--- config.mk ---
export PLATFORM = sky130hd
export DESIGN_NAME = ptg_top
export DESIGN_NICKNAME = d
export VERILOG_FILES = /design/src/logic/ptg_top.v
export VERILOG_INCLUDE_DIRS = /design/src /design/src/common
export SDC_FILE = /design/constraint.sdc
export NUM_CORES = 1
export LEC_CHECK = 0
export BUFFER_PORTS_ARGS = -buffer_cell sky130_fd_sc_hd__buf_2
export CORE_ASPECT_RATIO = 0.7
export CORE_MARGIN = 2
export CORE_UTILIZATION = 52
export CTS_CLUSTER_DIAMETER = 50
export DETAILED_ROUTE_END_ITERATION = 6
export PLACE_DENSITY = 0.81
export SLEW_MARGIN = 5
export SYNTH_ARGS = -nofsm -noshare
export SYNTH_HDL_FRONTEND = slang
export SYNTH_SLANG_ARGS = --single-unit
--- constraint.sdc ---
create_clock -name clk -period 3.3 [get_ports clk]
set_clock_uncertainty 0.1 [all_clocks]
set_input_delay 0.99 -clock clk [delete_from_list [all_inputs] [get_ports clk]]
set_output_delay 0.99 -clock clk [all_outputs]
set_load 0.02 [all_outputs]
--- src/common/ptg_consts.vh ---
// Constants for the four-channel pulse train generator.
// Assumes a 32-bit APB slave with one register per aligned word; channel and control registers are bytes.
`ifndef PTG_CONSTS_VH
`define PTG_CONSTS_VH
// Register byte addresses, per channel block of four words
`define PTG_CH_STRIDE      8'h10
`define PTG_OFF_PRL        8'h00
`define PTG_OFF_PRH        8'h04
`define PTG_OFF_CTL        8'h08
`define PTG_OFF_CTH        8'h0c
// Control pair registers, global enable and status vector
`define PTG_ADDR_CTRL_LO   8'h40
`define PTG_ADDR_CTRL_HI   8'h44
`define PTG_ADDR_GLOBAL    8'h48
`define PTG_ADDR_STATUS    8'h4c
// Channel word decode
`define PTG_OFF_MASK       8'h0c
`define PTG_CH_IDX_MSB     5
`define PTG_CH_IDX_LSB     4
// Global register fields
`define PTG_GLB_IEN        0
`define PTG_GLB_DIR_MSB    7
`define PTG_GLB_DIR_LSB    4
`define PTG_GLB_LVL_LSB    8
// Control nibble layout
`define PTG_BIT_RUN        0
`define PTG_BIT_IEN        1
`define PTG_BIT_PND        2
`define PTG_BIT_TM         3
`define PTG_NIB_W          4
// Interrupt vector address of the shared counter vector
`define PTG_IRQ_VECTOR     16'h00f0
`endif

--- src/logic/ptg_top.v ---
// Four-channel pulse train generator with an APB register slave.
// Assumes clk is the instruction-cycle clock; software presets out levels.
// Assumes APB transfers with no wait states; reload bytes are never reset.
// Assumes software keeps the test-path bits at zero in normal operation.
// Assumes the far side reads the pins only while they are driven.
//
// Behaviour
// Output high and low each one half-width
// Sixteen-bit reload gives 1 to 65536 cycles
// Setting run loads prescaler from reload bytes
// Pulse count is count value plus one
// All channel requests share one vector
// Run write clears divider, reloads, starts counting
// Prescaler decrements every clock while running
// Underflow toggles pin and reloads prescaler
// Every second underflow decrements count register
// Count underflow clears run, sets pending, interrupts
// Clearing run freezes count and pin
// Restart gives full half-width before toggle
// Software sets pin direction and start level
// Pin level held in port data bit
// Reset clears control bits and divider
// Reset leaves reload bytes unchanged
// Software loads reloads before setting run
// Software handles underflow racing a stop
// Interrupt needs channel and global enable
// Pending stays until software clears it
// Control byte holds two channel nibbles
// Software never sets test-path bit
// Four identical channels with byte reload registers
`timescale 1ns/1ps
`include "ptg_consts.vh"

module ptg_top #(
  parameter N_CH = 4,
  parameter PW   = 16
) (
  // Clock and reset
  input  wire        clk,
  input  wire        resetn,
  // APB slave
  input  wire        psel,
  input  wire        penable,
  input  wire        pwrite,
  input  wire [7:0]  paddr,
  input  wire [31:0] pwdata,
  output reg  [31:0] prdata,
  output reg         pready,
  output reg         pslverr,
  // Channel port pins
  output reg  [3:0]  pulse_out,
  output reg  [3:0]  pulse_out_en_n,
  // Shared counter interrupt
  output reg         counter_irq
);

  // Register map, byte addresses:
  //   channel n at n*10h: reload low, reload high, count low, count high
  //   40h: control nibbles of channels 0 and 1
  //   44h: control nibbles of channels 2 and 3
  //   48h: global enable, pin direction, pin levels
  //   4ch: shared counter vector, read only
  //   unmapped addresses read zero, writes are ignored
  // Control nibble: run, irq enable, irq pending, test path
  // Half-width of a channel is its reload value plus one clock.
  // Pulses per run are the count value plus one.
  // The count is left at all ones after a finished run.
  // Bus answers carry no wait state and no error.

  // Bus phase decode
  // Writes commit in the access phase; reads are sampled in setup
  wire          wr_acc = psel & penable & pwrite;
  wire          rd_acc = psel & penable & ~pwrite;
  wire          ch_sel = (paddr < `PTG_ADDR_CTRL_LO);
  wire [1:0]    ch_idx = paddr[`PTG_CH_IDX_MSB:`PTG_CH_IDX_LSB];
  wire [7:0]    ch_off = paddr & `PTG_OFF_MASK;

  // Global registers
  reg           global_irq_enable_q;
  reg  [3:0]    port_dir_q;          // 1 = pin driven as output

  // Per-channel state flattened for the bus mux
  wire [4*8-1:0]  prl_w;
  wire [4*8-1:0]  prh_w;
  wire [4*8-1:0]  ctl_w;
  wire [4*8-1:0]  cth_w;
  wire [4*4-1:0]  nib_w;
  wire [3:0]      irq_w;
  wire [3:0]      out_w;

  // Bus answer flops: never a wait state, never an error
  always @(posedge clk or negedge resetn) begin
    if (!resetn) begin
      pready  <= 1'b1;
      pslverr <= 1'b0;
    end else begin
      pready  <= 1'b1;
      pslverr <= 1'b0;
    end
  end

  // One channel per loop pass. Each holds:
  //   reload and count bytes, kept over a block reset
  //   a sixteen-bit prescaler loaded on a run write or on underflow
  //   a divide-by-two stage that steps the count once per pulse
  //   the control nibble and the pin level
  //   the interrupt request of the channel
  // Pulse widths and counts of the channels are independent.
  // A run write and a same-cycle underflow both reload the prescaler;
  // a stop write in the cycle of an underflow lets that toggle happen.
  genvar g;
  generate
    for (g = 0; g < N_CH; g = g + 1) begin : gen_ch
      reg [7:0]     prescale_reload_low_q;
      reg [7:0]     prescale_reload_high_q;
      reg [7:0]     pulse_count_low_q;
      reg [7:0]     pulse_count_high_q;
      reg [PW-1:0]  presc_q;
      reg           half_q;
      reg           channel_run_q;
      reg           channel_irq_enable_q;
      reg           channel_irq_pending_q;
      reg           channel_test_path_q;
      reg           level_q;
      wire [7:0]    ctrl_addr = (g < 2) ? `PTG_ADDR_CTRL_LO : `PTG_ADDR_CTRL_HI;
      wire          nsel      = ((g % 2) == 1);
      wire [3:0]    wnib      = nsel ? pwdata[7:4] : pwdata[3:0];
      wire          ctrl_wr   = wr_acc & (paddr == ctrl_addr);
      wire          reg_wr    = wr_acc & ch_sel & (ch_idx == g);
      wire          run_set   = ctrl_wr & wnib[`PTG_BIT_RUN];
      wire          prescale_underflow  = channel_run_q & (presc_q == {PW{1'b0}});
      wire          half_rate_underflow = prescale_underflow & half_q;
      wire          count_underflow     = half_rate_underflow &
                                          ({pulse_count_high_q, pulse_count_low_q} == 16'h0000);

      // Prescaler reload bytes, no reset so contents survive block reset
      always @(posedge clk) begin
        if (reg_wr && ch_off == `PTG_OFF_PRL) prescale_reload_low_q <= pwdata[7:0];
        if (reg_wr && ch_off == `PTG_OFF_PRH) prescale_reload_high_q <= pwdata[7:0];
      end

      // Count low byte, one step per output pulse
      always @(posedge clk) begin
        if (reg_wr && ch_off == `PTG_OFF_CTL) begin
          pulse_count_low_q <= pwdata[7:0];
        end else if (half_rate_underflow) begin
          pulse_count_low_q <= pulse_count_low_q - 8'h01;
        end
      end

      // Count high byte, borrows when the low byte wraps
      always @(posedge clk) begin
        if (reg_wr && ch_off == `PTG_OFF_CTH) begin
          pulse_count_high_q <= pwdata[7:0];
        end else if (half_rate_underflow && pulse_count_low_q == 8'h00) begin
          pulse_count_high_q <= pulse_count_high_q - 8'h01;
        end
      end

      // Load on start or reload on underflow, else count down
      always @(posedge clk) begin
        if (run_set || prescale_underflow) begin
          presc_q <= {prescale_reload_high_q, prescale_reload_low_q};
        end else if (channel_run_q) begin
          presc_q <= presc_q - {{(PW-1){1'b0}}, 1'b1};
        end
      end

      // Divide-by-two stage, cleared by reset and by a run write
      always @(posedge clk or negedge resetn) begin
        if (!resetn) begin
          half_q <= 1'b0;
        end else if (run_set) begin
          half_q <= 1'b0;
        end else if (prescale_underflow) begin
          half_q <= ~half_q;
        end
      end

      // Enable and test-path bits of the control nibble
      always @(posedge clk or negedge resetn) begin
        if (!resetn) begin
          channel_irq_enable_q <= 1'b0;
          channel_test_path_q  <= 1'b0;
        end else if (ctrl_wr) begin
          channel_irq_enable_q <= wnib[`PTG_BIT_IEN];
          channel_test_path_q  <= wnib[`PTG_BIT_TM];
        end
      end

      // Underflow stops channel; stop write freezes it
      always @(posedge clk or negedge resetn) begin
        if (!resetn) begin
          channel_run_q <= 1'b0;
        end else if (count_underflow) begin
          channel_run_q <= 1'b0;
        end else if (ctrl_wr) begin
          channel_run_q <= wnib[`PTG_BIT_RUN];
        end
      end

      // Set wins over a clearing write; only software clears
      always @(posedge clk or negedge resetn) begin
        if (!resetn) begin
          channel_irq_pending_q <= 1'b0;
        end else if (count_underflow) begin
          channel_irq_pending_q <= 1'b1;
        end else if (ctrl_wr) begin
          channel_irq_pending_q <= wnib[`PTG_BIT_PND];
        end
      end

      // Port data bit holds the level; software rewrites it
      always @(posedge clk or negedge resetn) begin
        if (!resetn) begin
          level_q <= 1'b0;
        end else if (wr_acc && paddr == `PTG_ADDR_GLOBAL) begin
          level_q <= pwdata[`PTG_GLB_LVL_LSB + g];
        end else if (prescale_underflow) begin
          level_q <= ~level_q;
        end
      end

      assign prl_w[g*8 +: 8] = prescale_reload_low_q;
      assign prh_w[g*8 +: 8] = prescale_reload_high_q;
      assign ctl_w[g*8 +: 8] = pulse_count_low_q;
      assign cth_w[g*8 +: 8] = pulse_count_high_q;
      assign nib_w[g*4 +: 4] = {channel_test_path_q, channel_irq_pending_q,
                                channel_irq_enable_q, channel_run_q};
      assign irq_w[g]        = channel_irq_pending_q & channel_irq_enable_q;
      assign out_w[g]        = level_q;
    end
  endgenerate

  // Global enable and pin direction register
  // Pin levels are written here and read back from the channel levels
  always @(posedge clk or negedge resetn) begin
    if (!resetn) begin
      global_irq_enable_q <= 1'b0;
      port_dir_q          <= 4'h0;
    end else if (wr_acc && paddr == `PTG_ADDR_GLOBAL) begin
      global_irq_enable_q <= pwdata[`PTG_GLB_IEN];
      port_dir_q          <= pwdata[`PTG_GLB_DIR_MSB:`PTG_GLB_DIR_LSB];
    end
  end

  // Pin levels, one clock behind the channel levels
  always @(posedge clk or negedge resetn) begin
    if (!resetn) begin
      pulse_out <= 4'h0;
    end else begin
      pulse_out <= out_w;
    end
  end

  // Pin enables, low while a pin is driven; all released in reset
  always @(posedge clk or negedge resetn) begin
    if (!resetn) begin
      pulse_out_en_n <= 4'hf;
    end else begin
      pulse_out_en_n <= ~port_dir_q;
    end
  end

  // Single shared request for all channels
  always @(posedge clk or negedge resetn) begin
    if (!resetn) begin
      counter_irq <= 1'b0;
    end else begin
      counter_irq <= global_irq_enable_q & (|irq_w);
    end
  end

  // Read data mux, registered in the setup phase
  // Channel words show the byte in bits 7:0, upper bits read zero;
  // unmapped addresses read zero as well.
  reg [31:0] rd_d;
  always @* begin
    rd_d = 32'h0000_0000;
    if (ch_sel) begin
      case (ch_off)
        `PTG_OFF_PRL: rd_d[7:0] = prl_w[ch_idx*8 +: 8];
        `PTG_OFF_PRH: rd_d[7:0] = prh_w[ch_idx*8 +: 8];
        `PTG_OFF_CTL: rd_d[7:0] = ctl_w[ch_idx*8 +: 8];
        default:      rd_d[7:0] = cth_w[ch_idx*8 +: 8];
      endcase
    end else begin
      case (paddr)
        `PTG_ADDR_CTRL_LO: rd_d[7:0]  = nib_w[7:0];
        `PTG_ADDR_CTRL_HI: rd_d[7:0]  = nib_w[15:8];
        `PTG_ADDR_GLOBAL:  rd_d[11:0] = {out_w, port_dir_q, 3'h0, global_irq_enable_q};
        `PTG_ADDR_STATUS:  rd_d[15:0] = `PTG_IRQ_VECTOR;
        default:           rd_d       = 32'h0000_0000;
      endcase
    end
  end

  always @(posedge clk or negedge resetn) begin
    if (!resetn) begin
      prdata <= 32'h0000_0000;
    end else if (psel && !penable && !pwrite) begin
      prdata <= rd_d;
    end
  end

endmodule

==> reports/results.ini, run 1 <==
[floorplan]
core_um2 = 24560
initial_utilization_pct = 52.66
die_w_um = 192.5
io_pins = 88
dieArea_um2 = 26170
rows = 48
die_y_um = 136.0

[sta]
setup_viol = 0
timing.fmax_ghz = 0.3312
rsz0062_at_grt = false
relSlewSlack_pct = 50.52
tns_ps = 0
fin_crit_sh_pct = 91.50
slew_viol_final = 0
fin_ws_ps = 280.5
hold_viol = 0
tightest_slew_ps = 737.3
period_needed_ps = 3020

[global_route]
overflow = 0
antenna_found_initial = 1
grt_pass1_vias = 9072
grt_pass1_wl_mm = 51.56
grt_max_degree = 33
track_usage_pct = 25.96

[setup_path]
arrival_ps = 3380
cp-start-kind = flop
worstSetupPathType = flop to flop
worstPathRequired_ps = 3660
end_kind = flop
rr_worst_depth = 5
path_max_fanout = 7

[clock_network]
cts_setup_buffers = 0
clk_pin_slew_ps = 70
clk_root_buffer_cell = clkbuf_16
cts_hold_buf = 0
cts_buffer_depth = 3
cts_tree = built
cts.sinks = 242
htreeDepth = 1
clkLatencyLatePin_ps = 530
numCtsBuffers = 26

[logic_synthesis]
netlist_area_um2 = 12930
ys_seq_area_share_pct = 54.29
synth-seq-cells = 242
synth.avg_cell_area_um2 = 10.91
syn_inst = 1186
yosysWarnings = 0
synth-main-ff-cell = edfxtp_1
synth_edf_count = 192
yosys.cell_types.count = 64
async_flop_share_pct = 20.66

[placement]
dp_hpwl_mm = 24.03
gp_congestion = 0.9167
portBuffers = 45
dp_worst_setup_slack_ps = 129.4
placedCellCount = 1549

[detailed_routing]
post-route-drc-count = 0
drt-pass1-iter-count = 6
drt-wirelength-per-cell_um = 21.12
route.vias.total = 9737
ant_nets = 0
vias_per_cell = 6.089
initialDrtViolationCount = 1376
totalWireLength_mm = 33.77

[finish]
area_delta_synth_final_pct = 12.88
final_common_cell = edfxtp_1
fillers = 1857
stdcell_count = 1599
nets = 1321
layout_common_cells = edfxtp_1 (192), nand2_1 (179), nor2_1 (123)
drive_above_1_share_pct = 15.33

[power]
power.total_mw = 6.761
p_leak_nw = 5.230
peakVddDrop_mv = 0.4664
cellPowerDensity_nw_per_um2 = 463.1

[status]
status = finished, final reports clean

[flow_run]
maxCapViolCount = 0

[hold_path]
hp-class = input pin to async pin

## power breakdown
group,internal [mW],switching (mW)
clock,1.88,1.22
combinational,0.110,0.219
sequential,3.30,0.0282
## worst paths after layout
path / start / to / slack (ps)
setup / recovery: gen_ch[0].presc_q[5] / gen_ch[0].channel_irq_pending_q / 280
hold / removal: resetn / prdata[0] / 320
setup reg to reg: gen_ch[0].presc_q[5] / gen_ch[0].channel_irq_pending_q / 280
hold reg to reg: gen_ch[3].level_q / pulse_out[3] / 330
max in group asynchronous: resetn / pulse_out_en_n[1] / 2140
min in group clk: gen_ch[3].level_q / pulse_out[3] / 330
## cell families after synthesis
group                    after synthesis  synth area share, %
AND/OR/NAND/NOR                      453                16.52
flip-flops                           242                54.29
other                                  2              0.05806
multiplexers                          63                7.429
buffers and inverters                105                3.840
adder cells (fa/ha/maj)               24                2.322
AO/OA/AOI/OAI                        193                8.502
XOR/XNOR                             104                7.042
## cell type report
class | instances | area (um2) | share of cell area (%)
clock inverters | 15 | 183.9 | 1.260
inverters | 30 | 112.6 | 0.7713
clock buffers | 33 | 729.5 | 4.996
flip-flops and latches | 242 | 7022 | 48.09
diodes | 2 | 5.005 | 0.03428
well taps | 325 | 406.6 | 2.785
multi-input cells | 859 | 5505 | 37.71
repair buffers | 93 | 635.6 | 4.353
## sequential cells by signal (all words and copies together) (netlist names), 4 cells and up
register	flops
gen_ch.channel_test_path_q	4
gen_ch.channel_irq_enable_q	4
pulse_out_en_n	4
prdata	12
gen_ch.half_q	4
port_dir_q	4
gen_ch.prescale_reload_low_q	32
gen_ch.pulse_count_low_q	32
gen_ch.channel_irq_pending_q	4
gen_ch.level_q	4
gen_ch.pulse_count_high_q	32
gen_ch.presc_q	64
pulse_out	4
gen_ch.channel_run_q	4
gen_ch.prescale_reload_high_q	32
## timing repair
action,CTS,global route
endpoints found under the setup margin,0,8
endpoints found under the hold margin,0,0
resized for setup,0,1
## synthesized netlist by cell type, drive strengths merged, types with 2 or more instances
master  number  area (um2)
a21oi       61       305.3
nand2      179       671.9
mux2i       24       240.2
xor2        44       385.4
nand3b      11       82.58
nor2b        6       37.54
and4         2       17.52
nor2       123       461.7
a21boi       2       15.01
ha          24       300.3
and4b        3       30.03
a22o         9       80.08
nor3        34       180.2
inv         30       112.6
o22ai        4       25.02
a22oi        3       22.52
or2          3       18.77
and3         5       31.28
o21ai       89       445.4
nor4b        3       32.53
nand3       15       75.07
a21o         5       37.54
conb         2       7.510
o21bai       2       15.01
nor3b        5       37.54
mux2        14       157.7
or4          7       52.55
dfrtp       46        1151
xnor2       60       525.5
nand4        4       31.28
o211ai       3       22.52
and2         4       25.03
dfstp        4       105.1
nand2b      14       87.58
clkbuf      35       132.6
edfxtp     192        5766
buf         40       251.5
nor4        27       202.7
a221oi       4       35.03
a222oi       3       30.03
a31oi        2       12.51
or3          4       25.02
mux4        25       563.0
## worst max-delay path: stages (launching register included)
cell and delay [ps]:
edfxtp_1 450, or4_1 690, nor4_4 660, nand4_2 270, nor4_2 580, o21bai_1 190
## routing by layer
| layer | GRT usage (%) | routed length, um | vias up |
|---|---|---|---|
| met5 | 0 | 0 | - |
| met3 | 6.273 | 4804 | 90 |
| met1 | 38.71 | 13680 | 4663 |
| met4 | 8.100 | 1071 | 0 |
| met2 | 37.43 | 14220 | 637 |
| li1 | - | - | 4347 |
## metrics by stage
step	area (um2)	hold WS [ps]	utilization, %
5_1_grt	14600	343.3	59.42
4_1_cts	14600	320.6	59.42
6_report	14600	321.9	59.44
3_5_place_dp	13680	311.4	55.70
2_1_floorplan	13010	270.6	-
3_3_place_gp	13680	303.4	55.70
Note: power is estimated with default switching activity, not from simulation.
==> run 2: changes to the inputs <==
CORE_UTILIZATION = 50   (was 52)
PLACE_DENSITY = 0.79   (was 0.81)
RECOVER_POWER = 50   (was unset)
==> run 2 against run 1 <==
Sequential cell count unchanged. Highest routed layer unchanged. Design area decreased by 1.0%. Hold slack got worse by 12 ps. Critical path type is now input pin to flop. First-iteration DRC count decreased by 10%. Count of clock-buffer cells in the layout decreased by 5. Global-route usage decreased by 1.2 points.
==> reports/results.ini, run 2 (synthesized netlist as in run 1, its figures left out) <==
[finish]
area_delta_synth_final_pct = 11.74
num_antenna_cells = 0  ; -2
fin_util_pct = 56.54  ; -2.9 points
largest_reg_flops = 64  ; unchanged
nets = 1323  ; +0.15%
fin_area_um2 = 14450  ; -1.0%
drive_above_1_share_pct = 10.76  ; -4.6 points
fillers = 2076  ; +12%
final_common_cell = edfxtp_1
stdcell_count = 1604  ; +0.31%
layout_common_cells = edfxtp_1 (192), nand2_1 (179), nor2_1 (123)
regMostFlops = gen_ch.presc_q

[setup_path]
cp-start-kind = input pin
end_kind = flop
rr_worst_depth = 5  ; unchanged
r2r_start = gen_ch[0].presc_q[5]
r2r_slack_ps = 420  ; +140 ps
worstPathRequired_ps = 3400  ; -260 ps
crit_path_end = gen_ch[3].pulse_count_low_q[0]
path_max_fanout = 14  ; +7
worstSetupPathType = input pin to flop
r2r_end = gen_ch[0].channel_irq_pending_q
critPathLaunch = paddr[3]
arrival_ps = 3150  ; -230 ps

[detailed_routing]
vias_per_cell = 6.030  ; -0.98%
drt-pass1-iter-count = 5  ; -1
drt-wirelength-per-cell_um = 21.25  ; +0.62%
totalWireLength_mm = 34.08  ; +0.93%
ant_nets = 0  ; unchanged
post-route-drc-count = 0  ; unchanged
route.vias.total = 9672  ; -0.67%
initialDrtViolationCount = 1238  ; -10%

[global_route]
grt_max_degree = 33  ; unchanged
track_usage_pct = 24.73  ; -1.2 points
overflow = 0  ; unchanged
grt_pass1_vias = 9122  ; +0.55%
grt_pass1_wl_mm = 51.58  ; about the same
antenna_found_initial = 0  ; -1

[clock_network]
cts.sinks = 242  ; unchanged
htreeDepth = 1  ; unchanged
cts_buffer_depth = 3  ; unchanged
cts_setup_buffers = 0  ; unchanged
ctsResizeCount = 0  ; unchanged
cts_tree = built
clkLatencyLatePin_ps = 530  ; about the same
clk_root_buffer_cell = clkbuf_16
numCtsBuffers = 25  ; -3.8%
cts_hold_buf = 0  ; unchanged
clk_pin_slew_ps = 60  ; about the same

[sta]
hold_viol = 0  ; unchanged
timing.fmax_ghz = 0.3273  ; -1.2%
setup_viol = 0  ; unchanged
rsz0062_at_grt = false
slew_viol_final = 0  ; unchanged
fin_ws_ps = 244.7  ; -35.79 ps
period_needed_ps = 3055  ; +35.79 ps
tns_ps = 0  ; unchanged
relSlewSlack_pct = 2.398  ; -48 points
holdWs_ps = 309.9  ; -12.03 ps
fin_crit_sh_pct = 92.59  ; +1.1 points
tightest_slew_ps = 1464  ; +726.7 ps

[status]
status = finished, final reports clean

[hold_path]
hold_path_depth = 1
hp-class = flop to flop

[power]
cellPowerDensity_nw_per_um2 = 465.1  ; +0.44%
power.total_mw = 6.723  ; -0.57%
p_leak_nw = 5.033  ; -3.8%
peakVddDrop_mv = 0.2994  ; -36%

[placement]
placedCellCount = 1558  ; +0.58%
dp_worst_setup_slack_ps = 173.1  ; +43.65 ps
dp_hpwl_mm = 24.40  ; +1.5%
gp_congestion = 0.9095  ; -0.79%
portBuffers = 45  ; unchanged
placed_area_um2 = 13700  ; +0.13%

[floorplan]
die_w_um = 196.2  ; +1.9%
rows = 49  ; +2.1%
die_y_um = 138.6  ; +1.9%
io_pins = 88  ; unchanged
dieArea_um2 = 27190  ; +3.9%
initial_utilization_pct = 50.59  ; -2.1 points
core_um2 = 25570  ; +4.1%

[flow_run]
maxCapViolCount = 0  ; unchanged

## run 2: cell types whose count changed in the layout (fill, tap and decap cells not counted), moves of 3 or more
cell       previous run  this run
buf_2                45        12
buf_4                44        28
clkbuf_1              4        56
clkbuf_16            28        25
clkinv_1              1         5
clkinv_2              7         4
## run 2: final cells by class
class | instances | area [um2] | share of cell area (%)
clock inverter | 18 | 251.5 | 1.740
clock buffer | 28 | 636.9 | 4.406
multi-input combinational | 859 | 5488 | 37.97
sequential | 242 | 7022 | 48.58
inverter | 30 | 112.6 | 0.7791
tap | 331 | 414.1 | 2.865
timing repair buffer | 96 | 529.3 | 3.662
## run 2: metal layers
| layer | up-vias | global-route usage, % | wire length (um) |
|---|---|---|---|
| li1 | 4357 | - | - |
| met1 | 4672 | 36.08 | 14130 |
| met2 | 560 | 35.72 | 14520 |
| met5 | - | 0 | 0 |
| met4 | 0 | 6.858 | 1007 |
| met3 | 83 | 7.855 | 4423 |
## run 2: how the worst min path moves through the flow
stage | startpoint | end | slack, ps
after floorplan | port_dir_q[0] | pulse_out_en_n[0] | 270
after global placement | port_dir_q[0] | pulse_out_en_n[0] | 300
after detailed placement | port_dir_q[0] | pulse_out_en_n[0] | 300
after CTS | resetn | prdata[6] | 240
after global routing | port_dir_q[0] | pulse_out_en_n[0] | 330
final | port_dir_q[0] | pulse_out_en_n[0] | 310
## run 2: power breakdown
part | switching, mW | internal (mW) | total, mW
Combinational | 0.220 | 0.104 | 0.324
Sequential | 0.0299 | 3.31 | 3.34
Clock | 1.20 | 1.86 | 3.06
Total | 1.45 | 5.27 | 6.72
## run 2: worst max-delay path, cell delays in order
cell	delay [ps]
clkbuf_1	680
buf_4	290
nand2b_1	90
nor4_1	250
clkbuf_1	250
and3_1	270
a21o_1	320
==> run 3: changes to the inputs <==
CTS_CLUSTER_DIAMETER = 30   (was 50)
clock period = 3.2 ns   (was 3.3 ns; I/O delays follow)
==> run 3 against run 2 <==
Sequential share of layout area decreased by 1.8 points. Power increased by 24%. Critical path depth down 3. Hold slack worse by 1.9 ps. Count of clock-buffer cells in the layout up 22. Wire length is 1.5% higher. Worst setup slack worse by 63 ps. Sequential cell count unchanged. Global-route usage is 0.59 points higher. Clock power grew 49%. Cell count up 2.2%. First-iteration DRC count increased by 13%. Largest cell class unchanged. Largest power group is now the clock network. Highest routed layer unchanged.
==> reports/results.ini, run 3 (synthesized netlist as in run 1, its figures left out) <==
[placement]
dp_hpwl_mm = 24.38  ; about the same
portBuffers = 45  ; unchanged
gp_congestion = 0.9640  ; +6.0%
dp_worst_setup_slack_ps = 107.7  ; -65.36 ps
placedCellCount = 1564  ; +0.39%

[setup_path]
cp-start-kind = flop
arrival_ps = 3040  ; -110 ps
path_max_fanout = 8  ; -6
worstPathRequired_ps = 3220  ; -180 ps
rr_worst_depth = 4  ; -1
worstSetupPathType = flop to flop
crit_path_top_delay_cell = o21ai_0
cp_cell_sequence = nor4_1 > and4b_1 > nand3_1 > o21ai_0
end_kind = flop
critPathMaxStageDelay_ps = 970  ; +290 ps

[sta]
tightest_slew_ps = 1447  ; -17.47 ps
hold_viol = 0  ; unchanged
holdWs_ps = 308.0  ; -1.869 ps
tns_ps = 0  ; unchanged
rsz0062_at_grt = false
setup_viol = 0  ; unchanged
slew_viol_final = 0  ; unchanged
fin_crit_sh_pct = 94.33
relSlewSlack_pct = 3.563  ; +1.2 points
period_needed_ps = 3019
fin_ws_ps = 181.5  ; -63.19 ps
timing.fmax_ghz = 0.3313

[detailed_routing]
ant_nets = 0  ; unchanged
totalWireLength_mm = 34.60  ; +1.5%
drt-pass1-iter-count = 6  ; +1
initialDrtViolationCount = 1394  ; +13%
route.vias.total = 9941  ; +2.8%
vias_per_cell = 6.065  ; +0.59%
post-route-drc-count = 0  ; unchanged
drt-wirelength-per-cell_um = 21.11  ; -0.64%

[clock_network]
clk_root_buffer_cell = clkbuf_16
htreeDepth = 2  ; +1
numCtsBuffers = 40  ; +60%
ctsResizeCount = 0  ; unchanged
cts_setup_buffers = 0  ; unchanged
cts_buffer_depth = 3  ; unchanged
clk_pin_slew_ps = 60  ; about the same
cts_hold_buf = 0  ; unchanged
cts_tree = built
clkLatencyLatePin_ps = 520  ; about the same
cts.sinks = 242  ; unchanged

[finish]
largest_reg_flops = 64  ; unchanged
nets = 1344  ; +1.6%
drive_above_1_share_pct = 13.08  ; +2.3 points
fin_util_pct = 58.76  ; +2.2 points
stdcell_count = 1639  ; +2.2%
regMostFlops = gen_ch.presc_q
layout_common_cells = edfxtp_1 (192), nand2_1 (179), nor2_1 (123)
area_delta_synth_final_pct = 16.14
final_common_cell = edfxtp_1

[power]
p_leak_nw = 5.322  ; +5.7%
cellPowerDensity_nw_per_um2 = 554.5  ; +19%
peakVddDrop_mv = 0.3920  ; +31%

[global_route]
antenna_found_initial = 1  ; +1
track_usage_pct = 25.32  ; +0.59 points
grt_pass1_wl_mm = 52.66  ; +2.1%
grt_pass1_vias = 9308  ; +2.0%
overflow = 0  ; unchanged
grt_max_degree = 27  ; -18%

[hold_path]
hp-class = flop to flop
hold_path_depth = 1  ; unchanged

[floorplan]
initial_utilization_pct = 50.59  ; unchanged
core_um2 = 25570  ; unchanged
dieArea_um2 = 27190  ; unchanged
io_pins = 88  ; unchanged
rows = 49  ; unchanged
die_w_um = 196.2  ; unchanged
die_y_um = 138.6  ; unchanged

[flow_run]
maxCapViolCount = 0  ; unchanged

[status]
status = finished, final reports clean

-- run 3: cell count changes in the layout (fill, tap and decap cells not counted), moves of 2 or more --
| cell | previous run | this run |
|---|---|---|
| clkinv_2 | 4 | 2 |
| clkinv_1 | 5 | 3 |
| buf_12 | 3 | 1 |
| clkbuf_16 | 25 | 42 |
| clkinv_4 | 0 | 4 |
| clkbuf_2 | 0 | 2 |
| clkbuf_1 | 56 | 60 |
| buf_4 | 28 | 33 |
| inv_6 | 1 | 5 |
-- run 3: final timing paths --
path                                       from                         endpoint  slack, ps
setup / recovery           gen_ch[1].presc_q[9]  gen_ch[1].pulse_count_high_q[5]        180
max in group asynchronous                resetn                    port_dir_q[1]       1060
min in group asynchronous                resetn                        prdata[8]        560
hold reg to reg                   port_dir_q[2]                pulse_out_en_n[2]        310
hold / removal                    port_dir_q[2]                pulse_out_en_n[2]        310
setup reg to reg           gen_ch[1].presc_q[9]  gen_ch[1].pulse_count_high_q[5]        180
-- run 3: per-stage QoR --
step,instance area (um2),total power [mW]
after global routing,15020,8.524
final,15020,8.331
after global placement,13720,3.826
after CTS,15150,8.372
after detailed placement,13720,3.835
after floorplan,13010,3.706
-- run 3: critical path, delay by kind of cell (launching register included) --
| kind | cells | cell delay, ps |
|---|---|---|
| simple gates | 3 | 1090 |
| flops | 1 | 450 |
| compound gates | 1 | 970 |
-- run 3: where the power goes --
group | total, mW | internal [mW] | switching, mW | leakage, nW
logic | 0.331 | 0.106 | 0.225 | 2.32
clock network | 4.56 | 3.01 | 1.54 | 0.695
registers | 3.44 | 3.41 | 0.0298 | 2.31
-- run 3: layer usage --
layer	global-route usage, %	vias to the layer above	wire, um	share of wire (%)
li1	-	4423	-	-
met1	37.47	4751	13920	40
met2	36.02	672	14650	42
met3	7.174	95	4940	14
met4	8.333	0	1085	3.1
met5	0	-	0	0
-- run 3: area by class of cell --
type | instances | area [um2]
sequential | 242 | 7022
fill | 2000 | 10540
inverter | 30 | 112.6
timing repair buffer | 102 | 541.8
tap | 331 | 414.1
multi-input combinational | 859 | 5499
clock inverter | 24 | 340.3
antenna | 1 | 2.502
clock buffer | 50 | 1091
